[src/common/cbe_pkg.sv]
// constants shared by both ends of the byte checksum engine
package cbe_pkg;
   // byte-wide register map of the checksum unit
   localparam logic [2:0] SFR_INPUT = 3'h0;
   localparam logic [2:0] SFR_DATA = 3'h1;
   localparam logic [2:0] SFR_CTRL = 3'h2;
   localparam logic [2:0] SFR_AUTO = 3'h3;
   localparam logic [2:0] SFR_COUNT = 3'h4;
   localparam logic [2:0] SFR_FLIP = 3'h5;
   // control register fields
   localparam int CTRL_SEL_BIT = 4;
   localparam int CTRL_INIT_BIT = 3;
   localparam int CTRL_VAL_BIT = 2;
   localparam int CTRL_PNT_LSB = 0;
   // auto flash control fields
   localparam int AUTO_EN_BIT = 7;
   localparam int PAGE_W = 6;
   localparam int COUNT_W = 6;
   localparam int SECTOR_W = 10;
   localparam int SECTOR_BYTES = 1024;
   localparam int FLASH_ADDR_W = PAGE_W + SECTOR_W;
   localparam int BYTES_LEFT_W = COUNT_W + SECTOR_W + 1;
   // polynomials and start values
   localparam logic [15:0] POLY16 = 16'h1021;
   localparam logic [31:0] POLY32_REFLECTED = 32'hEDB88320;
   localparam logic [31:0] INIT_ZEROS = 32'h00000000;
   localparam logic [31:0] INIT_ONES = 32'hFFFFFFFF;
   localparam int BITS_PER_BYTE = 8;
   // reset values
   localparam logic [7:0] BYTE_RESET = 8'h00;
   localparam logic [31:0] WORD_RESET = 32'h00000000;
   // host registers on the APB side
   localparam logic [7:0] APB_CMD = 8'h00;
   localparam logic [7:0] APB_STATUS = 8'h04;
   localparam int CMD_ADDR_LSB = 8;
   localparam int CMD_WRITE_BIT = 16;
   localparam int STAT_PEND_BIT = 0;
   localparam int STAT_BUSY_BIT = 1;
   localparam int STAT_DATA_LSB = 8;
   // auto run states
   typedef enum logic [0:0]
   {
      CBE_IDLE = 1'b0,
      CBE_RUN = 1'b1
   } cbe_state_t;
endpackage

[src/common/cbe_sfr_if.sv]
// byte register port between controller and checksum unit
`timescale 1ns/1ps
interface cbe_sfr_if;
   logic [2:0] sfrAddr;
   logic [7:0] sfrWdata;
   logic sfrWr;
   logic sfrRd;
   logic [7:0] sfrRdata;
   logic sfrBusy;
   modport device
   (
      input sfrAddr,
      input sfrWdata,
      input sfrWr,
      input sfrRd,
      output sfrRdata,
      output sfrBusy
   );
   modport host
   (
      output sfrAddr,
      output sfrWdata,
      output sfrWr,
      output sfrRd,
      input sfrRdata,
      input sfrBusy
   );
endinterface

[src/verilog/cbe_device.sv]
// checksum unit: byte registers, result pointer, auto flash run
`timescale 1ns/1ps
// Operation
// 16-bit mode: msb first, poly 0x1021
// 16-bit: xor byte into upper eight bits
// shift left eight times, xor poly on carry
// 16-bit reference results must match
// 32-bit mode: reflected 0x04C11DB7 polynomial
// 32-bit: xor byte into low eight bits
// shift right eight times, xor 0xEDB88320
// 32-bit reference results from all ones
// select bit: clear 32-bit, set 16-bit
// value bit: clear zeros, set all ones
// init bit loads whole result
// each input byte write updates result
// software writes page, then auto enable
// sector count, 1024 bytes each
// control write starts auto run, core stalls
// clear auto enable before reading result
// width per mode, pointer increments per access
// result holds until init, write, input; code also folds flash bytes into it during an auto run
// separate bit reverse register
// pointer 0..3 selects result bytes 0..3
// control bits 7..5 read zero
// 16-bit references assume all-ones start
module cbe_device
   import cbe_pkg::*;
(
   input wire logic clock,
   input wire logic rst,
   cbe_sfr_if.device sfr,
   output logic flashReq,
   output logic [cbe_pkg::FLASH_ADDR_W-1:0] flashAddr,
   input wire logic [7:0] flashData,
   input wire logic flashAck
);
   import cbe_pkg::*;

   logic [31:0] result_q;
   logic [31:0] stepOut;
   logic sel16_q;
   logic initOnes_q;
   logic [1:0] pnt_q;
   logic [1:0] pntNext;
   logic auto_flash_enable_q;
   logic [PAGE_W-1:0] page_q;
   logic [COUNT_W-1:0] count_q;
   logic [7:0] flip_q;
   logic [7:0] rdata_q;
   logic busy_q;
   logic flashReq_q;
   logic [FLASH_ADDR_W-1:0] flashAddr_q;
   logic [BYTES_LEFT_W-1:0] bytesLeft_q;
   cbe_state_t state_q;
   logic [7:0] stepByte;
   logic wrInput;
   logic wrData;
   logic rdData;
   logic wrCtrl;
   logic startRun;
   logic foldFlash;
   logic [7:0] ctrlRead;
   logic [7:0] dataByte;

   assign wrInput = sfr.sfrWr && (sfr.sfrAddr == SFR_INPUT);
   assign wrData = sfr.sfrWr && (sfr.sfrAddr == SFR_DATA);
   assign rdData = sfr.sfrRd && (sfr.sfrAddr == SFR_DATA);
   assign wrCtrl = sfr.sfrWr && (sfr.sfrAddr == SFR_CTRL);
   // any control write with auto enabled and a nonzero count starts the run when idle, even an unchanged value
   assign startRun = wrCtrl && auto_flash_enable_q && (count_q != '0) && (state_q == CBE_IDLE);
   assign foldFlash = (state_q == CBE_RUN) && flashAck;
   // in 16-bit mode only bytes 0 and 1 exist
   assign pntNext = sel16_q ? {1'b0, ~pnt_q[0]} : pnt_q + 2'd1;
   assign dataByte = result_q[pnt_q*8 +: 8];
   assign ctrlRead = {3'b000, sel16_q, 1'b0, initOnes_q, pnt_q};
   // the engine is shared: the core is stalled while flash bytes flow
   assign stepByte = (state_q == CBE_RUN) ? flashData : sfr.sfrWdata;

   cbe_step u_step
   (
      .crcIn(result_q),
      .dataIn(stepByte),
      .sel16(sel16_q),
      .crcOut(stepOut)
   );

   always_ff @(posedge clock)
   begin
      if (rst)
      begin
         sel16_q <= 1'b0;
         initOnes_q <= 1'b0;
      end
      else if (wrCtrl)
      begin
         sel16_q <= sfr.sfrWdata[CTRL_SEL_BIT];
         initOnes_q <= sfr.sfrWdata[CTRL_VAL_BIT];
      end
   end

   always_ff @(posedge clock)
   begin
      if (rst)
         pnt_q <= 2'b00;
      else if (wrCtrl)
         pnt_q <= sfr.sfrWdata[CTRL_PNT_LSB +: 2];
      else if (wrData || rdData)
         pnt_q <= pntNext;
   end

   // result: init, data port overwrite, or one byte folded in
   always_ff @(posedge clock)
   begin
      if (rst)
         result_q <= WORD_RESET;
      else if (foldFlash)
         result_q <= stepOut;
      else if (wrCtrl && sfr.sfrWdata[CTRL_INIT_BIT])
      begin
         // new value and select apply in the same write
         if (sfr.sfrWdata[CTRL_VAL_BIT])
            result_q <= INIT_ONES;
         else
            result_q <= INIT_ZEROS;
      end
      else if (wrData)
         result_q[pnt_q*8 +: 8] <= sfr.sfrWdata;
      else if (wrInput)
         result_q <= stepOut;
   end

   always_ff @(posedge clock)
   begin
      if (rst)
         flip_q <= BYTE_RESET;
      else if (sfr.sfrWr && (sfr.sfrAddr == SFR_FLIP))
         flip_q <= {<<{sfr.sfrWdata}};
   end

   always_ff @(posedge clock)
   begin
      if (rst)
      begin
         auto_flash_enable_q <= 1'b0;
         page_q <= '0;
      end
      else if (sfr.sfrWr && (sfr.sfrAddr == SFR_AUTO))
      begin
         auto_flash_enable_q <= sfr.sfrWdata[AUTO_EN_BIT];
         page_q <= sfr.sfrWdata[PAGE_W-1:0];
      end
   end

   always_ff @(posedge clock)
   begin
      if (rst)
         count_q <= '0;
      else if (sfr.sfrWr && (sfr.sfrAddr == SFR_COUNT))
         count_q <= sfr.sfrWdata[COUNT_W-1:0];
   end

   // auto flash run: one byte per acknowledged request
   always_ff @(posedge clock)
   begin
      if (rst)
      begin
         state_q <= CBE_IDLE;
         busy_q <= 1'b0;
         flashReq_q <= 1'b0;
         flashAddr_q <= '0;
         bytesLeft_q <= '0;
      end
      else
      begin
         case (state_q)
            CBE_IDLE:
            begin
               if (startRun)
               begin
                  state_q <= CBE_RUN;
                  busy_q <= 1'b1;
                  flashReq_q <= 1'b1;
                  flashAddr_q <= {page_q, {SECTOR_W{1'b0}}};
                  bytesLeft_q <= {1'b0, count_q, {SECTOR_W{1'b0}}};
               end
            end
            CBE_RUN:
            begin
               if (flashAck)
               begin
                  flashAddr_q <= flashAddr_q + 1'b1;
                  bytesLeft_q <= bytesLeft_q - 1'b1;
                  if (bytesLeft_q == BYTES_LEFT_W'(1))
                  begin
                     state_q <= CBE_IDLE;
                     busy_q <= 1'b0;
                     flashReq_q <= 1'b0;
                  end
               end
            end
            default:
            begin
               state_q <= CBE_IDLE;
               busy_q <= 1'b0;
               flashReq_q <= 1'b0;
            end
         endcase
      end
   end

   // read data is registered; unused addresses read zero
   always_ff @(posedge clock)
   begin
      if (rst)
         rdata_q <= BYTE_RESET;
      else if (sfr.sfrRd)
      begin
         case (sfr.sfrAddr)
            SFR_DATA: rdata_q <= dataByte;
            SFR_CTRL: rdata_q <= ctrlRead;
            SFR_AUTO: rdata_q <= {auto_flash_enable_q, 1'b0, page_q};
            SFR_COUNT: rdata_q <= {2'b00, count_q};
            SFR_FLIP: rdata_q <= flip_q;
            default: rdata_q <= BYTE_RESET;
         endcase
      end
   end

   assign sfr.sfrRdata = rdata_q;
   assign sfr.sfrBusy = busy_q;
   assign flashReq = flashReq_q;
   assign flashAddr = flashAddr_q;
endmodule

[src/verilog/cbe_step.sv]
// one byte of checksum update, 16-bit msb-first or reflected 32-bit
`timescale 1ns/1ps
module cbe_step
   import cbe_pkg::*;
(
   input wire logic [31:0] crcIn,
   input wire logic [7:0] dataIn,
   input wire logic sel16,
   output logic [31:0] crcOut
);
   import cbe_pkg::*;

   logic [15:0] acc16;
   logic [31:0] acc32;
   always_comb
   begin
      acc16 = crcIn[15:0] ^ {dataIn, 8'h00};
      acc32 = crcIn ^ {24'h000000, dataIn};
      for (int i = 0; i < BITS_PER_BYTE; i++)
      begin
         if (acc16[15])
            acc16 = {acc16[14:0], 1'b0} ^ POLY16;
         else
            acc16 = {acc16[14:0], 1'b0};
         if (acc32[0])
            acc32 = {1'b0, acc32[31:1]} ^ POLY32_REFLECTED;
         else
            acc32 = {1'b0, acc32[31:1]};
      end
      // upper half is left alone in 16-bit mode
      crcOut = sel16 ? {crcIn[31:16], acc16} : acc32;
   end
endmodule
[src/flat_wrapper.sv]
// flat-port wrapper written by rule: the top's interface ports become plain ports
module cbe_device_flat import cbe_pkg::*;
  (clock, rst, flashReq, flashAddr, flashData, flashAck, sfr_sfrAddr, sfr_sfrWdata, sfr_sfrWr, sfr_sfrRd, sfr_sfrRdata, sfr_sfrBusy);
  cbe_sfr_if sfr_i ();
  input wire logic clock;
  input wire logic rst;
  output logic flashReq;
  output logic [cbe_pkg::FLASH_ADDR_W-1:0] flashAddr;
  input wire logic [7:0] flashData;
  input wire logic flashAck;
  input wire logic [$bits(sfr_i.sfrAddr)-1:0] sfr_sfrAddr;
  input wire logic [$bits(sfr_i.sfrWdata)-1:0] sfr_sfrWdata;
  input wire logic [$bits(sfr_i.sfrWr)-1:0] sfr_sfrWr;
  input wire logic [$bits(sfr_i.sfrRd)-1:0] sfr_sfrRd;
  output wire logic [$bits(sfr_i.sfrRdata)-1:0] sfr_sfrRdata;
  output wire logic [$bits(sfr_i.sfrBusy)-1:0] sfr_sfrBusy;
  assign sfr_i.sfrAddr = sfr_sfrAddr;
  assign sfr_i.sfrWdata = sfr_sfrWdata;
  assign sfr_i.sfrWr = sfr_sfrWr;
  assign sfr_i.sfrRd = sfr_sfrRd;
  assign sfr_sfrRdata = sfr_i.sfrRdata;
  assign sfr_sfrBusy = sfr_i.sfrBusy;
  cbe_device u_core (.clock(clock), .rst(rst), .sfr(sfr_i), .flashReq(flashReq), .flashAddr(flashAddr), .flashData(flashData), .flashAck(flashAck));
endmodule
[config.mk]
export PLATFORM = sky130hd
export DESIGN_NAME = cbe_device_flat
export DESIGN_NICKNAME = d
export VERILOG_FILES = /design/src/common/cbe_pkg.sv /design/src/common/cbe_sfr_if.sv /design/src/verilog/cbe_device.sv /design/src/verilog/cbe_step.sv /design/src/flat_wrapper.sv
export SDC_FILE = /design/constraint.sdc
export NUM_CORES = 1
export LEC_CHECK = 0
export ABC_AREA = 1
export BUFFER_PORTS_ARGS = -buffer_cell sky130_fd_sc_hd__buf_4
export CAP_MARGIN = 5
export CORE_ASPECT_RATIO = 0.75
export CORE_MARGIN = 2
export CORE_UTILIZATION = 60
export DETAILED_ROUTE_END_ITERATION = 7
export PLACE_DENSITY = 0.87
export SYNTH_ARGS = -nofsm -noshare
export SYNTH_HDL_FRONTEND = slang
export SYNTH_HIERARCHICAL = 1
export SYNTH_SLANG_ARGS = --single-unit
[constraint.sdc]
create_clock -name clock -period 3.3 [get_ports clock]
set_input_delay 0.33 -clock clock [delete_from_list [all_inputs] [get_ports clock]]
set_output_delay 0.33 -clock clock [all_outputs]
set_load 0.02 [all_outputs]
# Word-level counts from Yosys, hierarchy flattened
# Cells that the tools add are included.
[op_classes] bitwise_logic=20 eq_ne=9 n_shift=3 n_reduce_logical=19 n_addsub=4 mux=42
[ops] operator="$mux W32" count=14
[ops] operator="$not A13 Y14" count=8
[ops] operator="$mux W13" count=8
[ops] operator="$pmux W8 S5" count=1
[ops] operator="$mux W17" count=2
[ops] operator="$neg A5 Y34" count=1
[ops] operator="$pmux W17 S2" count=1
[ops] operator="$shift A8 B34 Y32 const A" count=1
[ops] operator="$shiftx A8 B34 Y32" count=1
[ops] operator="$bwmux W32" count=1
[ops] operator="$mux W16" count=2
[ops] operator="$pmux W16 S2" count=1
[ops] operator="$shiftx A32 B6 Y8" count=1
[ops] operator="$xor A32 B8 Y32" count=1
[ops] operator="$not A3 Y3" count=8
[ops] operator="$eq A17 B1 Y1 const B" count=1
[ops] operator="$sub A17 B1 Y17 const B" count=1
[ops] operator="$add A16 B1 Y16 const B" count=1
[ops] operator="$xor A16 B16 Y16" count=1
[ops] operator="$logic_and A1 B1 Y1" count=12
[ops] operator="$mux W8" count=1
[ops] operator="$eq A3 B2 Y1 const B" count=2
[ops] operator="$eq A3 B3 Y1 const B" count=2
[ops] operator="$mux W1" count=6
[ops] operator="other kinds (14)" count=19
[word_totals] out_inout_bits=26 regBits=100 input_bits=24 elab_cells=110

# Depth between registers and ports, before layout
# Gate-level depths: netlist (run 1).
[logic_depth] word_depth=23 depth_mapped=23 mapped_depth_nobuf=21

# By module
# Netlist (run 1), hierarchy kept.
[by_module_without_submodules] mod="cbe_device" area_per_inst_um2=6628.9 cells_per_inst=1137 seq_area_each_um2=2001.9 instances=1
[by_module_without_submodules] mod="cbe_step" area_per_inst_um2=1687.9 cells_per_inst=320 seq_area_each_um2=0.0 instances=1

# Worst setup path before layout (run 1)
# No wires, ideal clock.
[synth_path] kind="register -> register" start="register u_core.state_q" end="register u_core.result_q[25]" required_time_ns=3.186 setup_ns=0.114 arrival_time_ns=2.526 path_slack_ns=0.660 stages_incl_launch_ff=22 period_less_slack_ns=2.640 path_buffers=3 cell_sequence="dfxtp_1 -> buf_2 -> clkbuf_1 -> clkbuf_1 -> nand2_1 -> o21ai_0 -> inv_1 -> nand2_2 -> nand2_4 -> nand2_4 -> nand2_4 -> nand2_1 -> nand2_2 -> or2_1 -> nand3_1 -> nand2_1 -> inv_1 -> nand2_1 -> nand3_1 -> nand2_1 -> a21oi_1 -> nor2_1"
[synth_between] word_cells_on_any_way=22 cone_classes="14 x mux; 6 x bitwise; 2 x reduce/logical"
[synth_lines] item="from (decl)" line_no="cbe_device.sv:54" source="cbe_state_t state_q;"
[synth_lines] item="from (signal assigned)" line_no="cbe_device.sv:167" source="state_q <= CBE_IDLE;"
[synth_lines] item="from (signal assigned)" line_no="cbe_device.sv:180" source="state_q <= CBE_RUN;"
[synth_lines] item="from (signal assigned)" line_no="cbe_device.sv:195" source="state_q <= CBE_IDLE;"
[synth_lines] item="$mux W8 (*)" line_no="cbe_device.sv:77" source="assign stepByte = (state_q == CBE_RUN) ? flashData : sfr.sfrWdata;"
[synth_lines] item="named net u_core.stepByte[2]" line_no="cbe_device.sv:55" source="logic [7:0] stepByte;"
[synth_lines] item="$xor A32 B8 Y32 (*)" line_no="cbe_step.sv:18" source="acc32 = crcIn ^ {24'h000000, dataIn};"
[synth_lines] item="$mux W32 (*) (3 in series)" line_no="cbe_step.sv:25" source="if (acc32[0])"
[synth_lines] item="$not A13 Y14 (no line)"
[synth_lines] item="$mux W32 (*) (2 in series)" line_no="cbe_step.sv:25"
[synth_lines] item="$not A13 Y14 (no line)"
[synth_lines] item="$mux W32 (*)" line_no="cbe_step.sv:25"
[synth_lines] item="$not A13 Y14 (no line)"
[synth_lines] item="$mux W32 (*) (2 in series)" line_no="cbe_step.sv:25"
[synth_lines] item="$mux W32 (*)" line_no="cbe_step.sv:31" source="crcOut = sel16 ? {crcIn[31:16], acc16} : acc32;"
[synth_lines] item="named net u_core.stepOut[25]" line_no="cbe_device.sv:40" source="logic [31:0] stepOut;"
[synth_lines] item="$mux W32" line_no="cbe_device.sv:128" source="else if (wrInput)"
[synth_lines] item="$mux W32" line_no="cbe_device.sv:126" source="else if (wrData)"
[synth_lines] item="$mux W32" line_no="cbe_device.sv:118" source="else if (wrCtrl && sfr.sfrWdata[CTRL_INIT_BIT])"
[synth_lines] item="$mux W32 (*)" line_no="cbe_device.sv:116" source="else if (foldFlash)"
[synth_lines] item="to (signal assigned)" line_no="cbe_device.sv:117" source="result_q <= stepOut;"
[synth_lines] item="to (signal, indexed assignment)" line_no="cbe_device.sv:127" source="result_q[pnt_q*8 +: 8] <= sfr.sfrWdata;"
[synth_lines] item="to (signal assigned)" line_no="cbe_device.sv:129" source="result_q <= stepOut;"
[synth_lines] item="to (decl)" line_no="cbe_device.sv:39" source="logic [31:0] result_q;"
# Mark *: on every way through the listed nets, which the timed path passes. The rest lies on a longest branch. The select of a mux whose other input is x is not followed.
# A chain may end at the register's enable or synchronous reset.

# Worst setup path in the final report (run 1)
[layout_path] start="register u_core.state_q" end="register u_core.result_q[14]"
[layout_between] word_cells_on_any_way=26 cone_classes="17 x mux; 7 x bitwise; 2 x reduce/logical"
[layout_lines] item="$mux W8 (*)" line_no="cbe_device.sv:77"
[layout_lines] item="named net u_core.stepByte[6]" line_no="cbe_device.sv:55"
[layout_lines] item="$xor A32 B8 Y32" line_no="cbe_step.sv:18"
[layout_lines] item="$not A13 Y14 (no line)"
[layout_lines] item="$mux W32 (8 in series)" line_no="cbe_step.sv:25"
[layout_lines] item="$mux W32 (*)" line_no="cbe_step.sv:31"
[layout_lines] item="named net u_core.stepOut[14]" line_no="cbe_device.sv:40"
[layout_lines] item="$mux W32" line_no="cbe_device.sv:128"
[layout_lines] item="$mux W32" line_no="cbe_device.sv:126"
[layout_lines] item="$mux W32" line_no="cbe_device.sv:118"
[layout_lines] item="$mux W32 (*)" line_no="cbe_device.sv:116"
# Marked as above.

==> flow_metrics.env, run 1 <==
export IMPL_outcome="complete, no violations"
export IMPL_seqPwrFrac_pct=36.6
export IMPL_grt_setup_unrepaired="no"
export IMPL_fin_worst_skew_ps=11.1
export IMPL_pwr_share_comb_pct=32.3
export IMPL_synthFlopType="dfxtp_1"
export IMPL_crit_cells=15
export IMPL_r2r_setup_slack_ps=490
export IMPL_num_io_pins=50
export IMPL_crit_path_end="u_core/result_q[14]$_SDFFE_PP0P_"
export IMPL_ys_seq_area_share_pct=24.1
export IMPL_drt_total_wl_um=26900
export IMPL_vias=9550
export IMPL_hold_violations=0
export IMPL_irDropWorstVdd_v=0.000345
export IMPL_ff2ff_path_depth=15
export IMPL_tns_ps=0
export IMPL_drt_iter0_drc=1314
export IMPL_fillers=1298
export IMPL_crit_required_ps=3560
export IMPL_setup_viol=0
export IMPL_end_kind="flip-flop"
export IMPL_synthToLayoutAreaGrowth_pct=7.87
export IMPL_tightest_slew_ps=936
export IMPL_yosysWarnings=6
export IMPL_most_common_layout_cells="533 x nand2_1, 165 x inv_1, 136 x nand3_1, 119 x a21oi_1, 110 x nor2_1"
export IMPL_crit_top_cell="nand2_1"
export IMPL_clk_insertion_delay_late_ps=360
export IMPL_ys_types=39
export IMPL_gr_total_overflow=0
export IMPL_start_util_pct=61.1
export IMPL_drc=0
export IMPL_relSlewSlack_pct=37.5
export IMPL_gp_congestion=1.01
export IMPL_antenna_found_initial=0
export IMPL_n_antenna_cell=0
export IMPL_fin_cells=1645
export IMPL_fp_dieH_um=106
export IMPL_timing_critical_path_from="u_core/state_q$_SDFF_PP0_"
export IMPL_vias_per_cell=5.81
export IMPL_layout_setup_ws_ps=487
export IMPL_synth_async_reset_ratio_pct=0
export IMPL_startpoint_type="flip-flop"
export IMPL_powerDensity_nw_per_um2=402
export IMPL_crit_buf_inv=3
export IMPL_io_buffers=49
export IMPL_path_clk_slew_ps=70
export IMPL_max_stage_delay_ps=510
export IMPL_grt_first_pass_wirelength_um=42100
export IMPL_hold_class="in -> reg"
export IMPL_cts_made_buffers=9
export IMPL_power_internal_uw=2240
export IMPL_grt_pass1_vias=7997
export IMPL_cts_setup_buffers=0
export IMPL_fmax_mhz=355
export IMPL_grt_use_total_pct=35.6
export IMPL_synth_cell_area_um2=8320
export IMPL_rr_endpoint="u_core/result_q[14]$_SDFFE_PP0P_"
export IMPL_drv_cap=0
export IMPL_ctsResizeCount=0
export IMPL_final_common_cell="nand2_1"
export IMPL_place_ws_ps=473
export IMPL_period_share_pct=85.2
export IMPL_die_area_um2=14800
export IMPL_period_needed_ps=2810
export IMPL_cts_path_max_buffers=2
export IMPL_h_tree_depth=3
export IMPL_cts_sinks=100
export IMPL_r2r_start="u_core/state_q$_SDFF_PP0_"
export IMPL_worstPathArrival_ps=3070
export IMPL_wl_per_cell_um=16.4
export IMPL_p_leak_uw=0.00428
export IMPL_dieWidth_um=140
export IMPL_cts_tree="yes"
export IMPL_power_frac_clock_pct=31.2
export IMPL_cts_root_buf="clkbuf_16"
export IMPL_ys_seq_elements=100
export IMPL_drtAntennaViolNets=0
export IMPL_slowest_stage="xnor2_1"
export IMPL_synth_nets=1489
export IMPL_switchingPower_uw=1360
export IMPL_design_core_area_um2=13600
export IMPL_synthCells=1457
export IMPL_cts_hold_buffers=0
export IMPL_grt_max_degree=48
export IMPL_worstSetupPathType="reg -> reg"
export IMPL_cp_max_fo=13
export IMPL_swShare_pct=37.8
export IMPL_dp_hpwl_um=19500
export IMPL_crit_chain="inv_1, nand2_1, nand2_1, xnor2_1, xnor2_1, inv_1, nand2_1, nand3_1, o21ai_0, inv_1, nand2_1, nand3_1, nand2_1, a21oi_1, nor2_1"
export IMPL_first_pass_iters=7
export IMPL_nNetsFinal=1497
export IMPL_num_rows=37
export IMPL_slew_viol_final=0
export IMPL_synth_area_per_cell_um2=5.71
export IMPL_crit_family="simple AND/OR/NAND/NOR gates"
export IMPL_synth_edf_count=0
export IMPL_drive_gt1_share_pct=8.98
export IMPL_dp_cells=1629
## power groups by stage
stage,Combinational (µW),Sequential (µW),Clock [µW]
after floorplan,864,1310,0
after global placement,1080,1340,0
after detailed placement,1100,1340,0
after CTS,1110,1310,1120
after global routing,1280,1320,1160
final,1160,1320,1120
## routing by layer
metal	up-vias	part of all wire [%]	GRT usage, %
li1	4587	-	-
met1	4228	43	54.1
met2	679	38	46.9
met3	56	17	12.7
met4	0	2.4	9.43
met5	-	0	0
## layout make-up
type / instances / area [µm²] / share of cell area [%]
timing repair buffer: 61 / 458 / 5.10
multi-input combinational: 1117 / 5330 / 59.4
clock buffer: 10 / 229 / 2.55
clock inverter: 6 / 70.1 / 0.781
inverter: 176 / 661 / 7.36
sequential: 100 / 2000 / 22.3
tap: 175 / 219 / 2.44
## through the flow
| stage | hold WS [ps] | total power (µW) | utilization [%] | instance area, µm² |
|---|---|---|---|---|
| finish | 280 | 3600 | 65.9 | 8970 |
| global route | 290 | 3760 | 65.9 | 8970 |
| CTS | 277 | 3540 | 65.9 | 8970 |
| detailed placement | 454 | 2440 | 63.7 | 8670 |
| global placement | 439 | 2420 | 63.7 | 8670 |
| floorplan | 425 | 2170 | - | 8320 |
## state kept, by name, indices dropped and copies added, names as in the netlist
register	cells
u_core/sfr.sfrRdata	8
u_core/flip_q	8
u_core/state_q	1
u_core/count_q	6
u_core/page_q	6
u_core/bytesLeft_q	17
u_core/flashReq	1
u_core/auto_flash_enable_q	1
u_core/result_q	32
u_core/sel16_q	1
u_core/flashAddr	16
u_core/pnt_q	2
u_core/initOnes_q	1
## worst min-delay path by stage
stage	startpoint	cells past startpoint	end	slack, ps
after floorplan	u_core/flip_q[7]$_SDFFE_PP0P_	2	u_core/flip_q[7]$_SDFFE_PP0P_	420
after global placement	u_core/flip_q[6]$_SDFFE_PP0P_	2	u_core/flip_q[6]$_SDFFE_PP0P_	440
after detailed placement	u_core/flip_q[7]$_SDFFE_PP0P_	2	u_core/flip_q[7]$_SDFFE_PP0P_	450
after CTS	sfr_sfrRd	3	u_core/sfr.sfrRdata[2]$_SDFFE_PP0P_	280
after global routing	sfr_sfrRd	3	u_core/sfr.sfrRdata[3]$_SDFFE_PP0P_	290
final	sfr_sfrRd	3	u_core/sfr.sfrRdata[2]$_SDFFE_PP0P_	280
## Yosys cell counts (7+ instances only)
cell type | count | share of area (%)
a21oi_1 | 119 | 7.2
buf_2 | 15 | 0.90
buf_6 | 7 | 0.95
clkbuf_1 | 35 | 1.6
dfxtp_1 | 100 | 24
ha_1 | 8 | 1.2
inv_1 | 165 | 7.4
inv_2 | 8 | 0.36
nand2_1 | 533 | 24
nand2_2 | 20 | 1.5
nand2_4 | 8 | 1.1
nand3_1 | 136 | 8.2
nand3b_1 | 10 | 0.90
nand4_1 | 9 | 0.68
nor2_1 | 110 | 5.0
o211ai_1 | 7 | 0.63
o21ai_0 | 66 | 4.0
xnor2_1 | 20 | 2.1
xor2_1 | 34 | 3.6
## worst min-delay path, stage by stage
cell and delay, ps:
buf_4 150, nand2_1 70, a21oi_1 50
## kinds of logic after synthesis
kind of cell	share of synthesized area [%]
buffers and inverters	11.8
adders and majority gates	1.20
AOI/OAI and AO/OA	13.3
and+or+nand+nor	43.7
xor gates and xnor gates	5.88
DFF	24.1
No activity file was read; power rests on OpenSTA's default activity.
==> run 2: changes to the inputs <==
Settings changed: CORE_UTILIZATION 60 to 45, PLACE_DENSITY 0.87 to 0.7.
==> flow_metrics.env, run 2 (synthesis results as in run 1) <==
export IMPL_grt_use_total_pct=29.3
export IMPL_grt_max_degree=48
export IMPL_place_area_um2=8770
export IMPL_cts_path_max_buffers=2
export IMPL_die_area_um2=19600
export IMPL_drc=0
export IMPL_n_antenna_cell=0
export IMPL_drive_gt1_share_pct=9.04
export IMPL_design_core_area_um2=18300
export IMPL_io_buffers=49
export IMPL_fin_cells=1718
export IMPL_max_stage_delay_ps=440
export IMPL_hold_path_end="u_core/sfr.sfrRdata[3]$_SDFFE_PP0P_"
export IMPL_powerDensity_nw_per_um2=415
export IMPL_start_util_pct=45.5
export IMPL_timing_critical_path_from="u_core/state_q$_SDFF_PP0_"
export IMPL_crit_top_cell="nand2_1"
export IMPL_grt_first_pass_wirelength_um=44900
export IMPL_drt_total_wl_um=28800
export IMPL_p_leak_uw=0.00432
export IMPL_r2r_start="u_core/state_q$_SDFF_PP0_"
export IMPL_clk_insertion_delay_late_ps=370
export IMPL_vias=9384
export IMPL_drv_cap=0
export IMPL_antenna_found_initial=0
export IMPL_worstSetupPathType="reg -> reg"
export IMPL_end_kind="flip-flop"
export IMPL_r2r_setup_slack_ps=510
export IMPL_largest_reg_flops=32
export IMPL_cp_max_fo=11
export IMPL_nNetsFinal=1498
export IMPL_cts_made_buffers=9
export IMPL_num_io_pins=50
export IMPL_final_common_cell="nand2_1"
export IMPL_synthToLayoutAreaGrowth_pct=9.73
export IMPL_slew_viol_final=0
export IMPL_hold_start="sfr_sfrRd"
export IMPL_period_needed_ps=2790
export IMPL_startpoint_type="flip-flop"
export IMPL_hold_class="in -> reg"
export IMPL_tns_ps=0
export IMPL_wl_per_cell_um=16.8
export IMPL_top_register="u_core/result_q"
export IMPL_timing_hold_ws_ps=272
export IMPL_dp_hpwl_um=20800
export IMPL_most_common_layout_cells="533 x nand2_1, 165 x inv_1, 136 x nand3_1, 119 x a21oi_1, 110 x nor2_1"
export IMPL_grt_setup_unrepaired="no"
export IMPL_setup_viol=0
export IMPL_fin_worst_skew_ps=9.27
export IMPL_grt_pass1_vias=7926
export IMPL_drt_iter0_drc=1316
export IMPL_rr_endpoint="u_core/result_q[5]$_SDFFE_PP0P_"
export IMPL_cts_tree="yes"
export IMPL_vias_per_cell=5.46
export IMPL_h_tree_depth=3
export IMPL_cts_hold_buffers=0
export IMPL_ff2ff_path_depth=20
export IMPL_slowest_stage="o21ai_0"
export IMPL_ctsResizeCount=0
export IMPL_relSlewSlack_pct=34.7
export IMPL_cts_setup_buffers=0
export IMPL_hold_violations=0
export IMPL_tightest_slew_ps=978
export IMPL_gp_congestion=0.972
export IMPL_crit_chain="buf_4, o21ai_0, inv_1, nand2_1, nand2_1, nand2_1, nand2_1, nand2_1, nand2_2, nand2_1, nand2_1, o22ai_1, inv_1, nand2_1, nand3_1, nand2_1, nand2_1, nand3_1, nand2_1, inv_1"
export IMPL_outcome="complete, no violations"
export IMPL_fmax_mhz=358
export IMPL_first_pass_iters=6
export IMPL_worstPathArrival_ps=3110
export IMPL_cts_root_buf="clkbuf_16"
export IMPL_design_area_um2=9130
export IMPL_drtAntennaViolNets=0
export IMPL_holdPathStages=3
export IMPL_gr_total_overflow=0
export IMPL_dieWidth_um=161
export IMPL_period_share_pct=84.6
export IMPL_fp_dieH_um=122
export IMPL_cts_sinks=100
export IMPL_crit_required_ps=3620
export IMPL_irDropWorstVdd_v=0.000291
export IMPL_path_clk_slew_ps=80
export IMPL_num_rows=43
export IMPL_dp_cells=1702
run 2: critical path, delay by kind of cell, from the launching register on:
| family | cells | cell delay, ps |
|---|---|---|
| flip-flops | 1 | 320 |
| AO/OA/AOI/OAI | 2 | 740 |
| buffers and inverters | 4 | 430 |
| AND/OR/NAND/NOR | 14 | 1250 |
run 2: area by class of cell:
cell class / instances / area [µm²]
Clock buffer: 9 / 225
Clock inverter: 7 / 133
Fill cell: 1963 / 9170
Inverter: 176 / 661
Multi-Input combinational cell: 1117 / 5330
Sequential cell: 100 / 2000
Tap cell: 247 / 309
Timing Repair Buffer: 62 / 465
run 2: worst max path at each step:
stage | slack (ps) | endpoint
global placement | 570 | u_core/result_q[20]$_SDFFE_PP0P_
finish | 510 | u_core/result_q[5]$_SDFFE_PP0P_
floorplan | 660 | u_core/result_q[25]$_SDFFE_PP0P_
CTS | 610 | u_core/result_q[26]$_SDFFE_PP0P_
global route | 250 | u_core/result_q[23]$_SDFFE_PP0P_
detailed placement | 550 | u_core/result_q[5]$_SDFFE_PP0P_
run 2: routing by layer:
metal  share of wire (%)  routed length [µm]  up-vias  global-route usage, %
met5                   0                   0        -                      0
met4                 1.5                 441        0                   7.03
met3                  12                3570       34                   9.40
met2                  39               11300      476                   39.4
met1                  47               13500     4278                   44.5
li1                    -                   -     4596                      -
run 2: power breakdown:
| part | internal (µW) | switching, µW | total (µW) |
|---|---|---|---|
| Clock | 756 | 554 | 1310 |
| Sequential | 1250 | 72.5 | 1320 |
| Combinational | 398 | 761 | 1160 |
| Total | 2400 | 1390 | 3790 |
run 2: per-stage QoR:
stage	utilization, %	worst slack [ps]	power, µW
5_1_grt	49.9	253	3990
6_report	49.9	509	3790
3_5_place_dp	47.9	555	2460
3_3_place_gp	47.9	568	2440
4_1_cts	49.9	612	3760
2_1_floorplan	-	660	2170
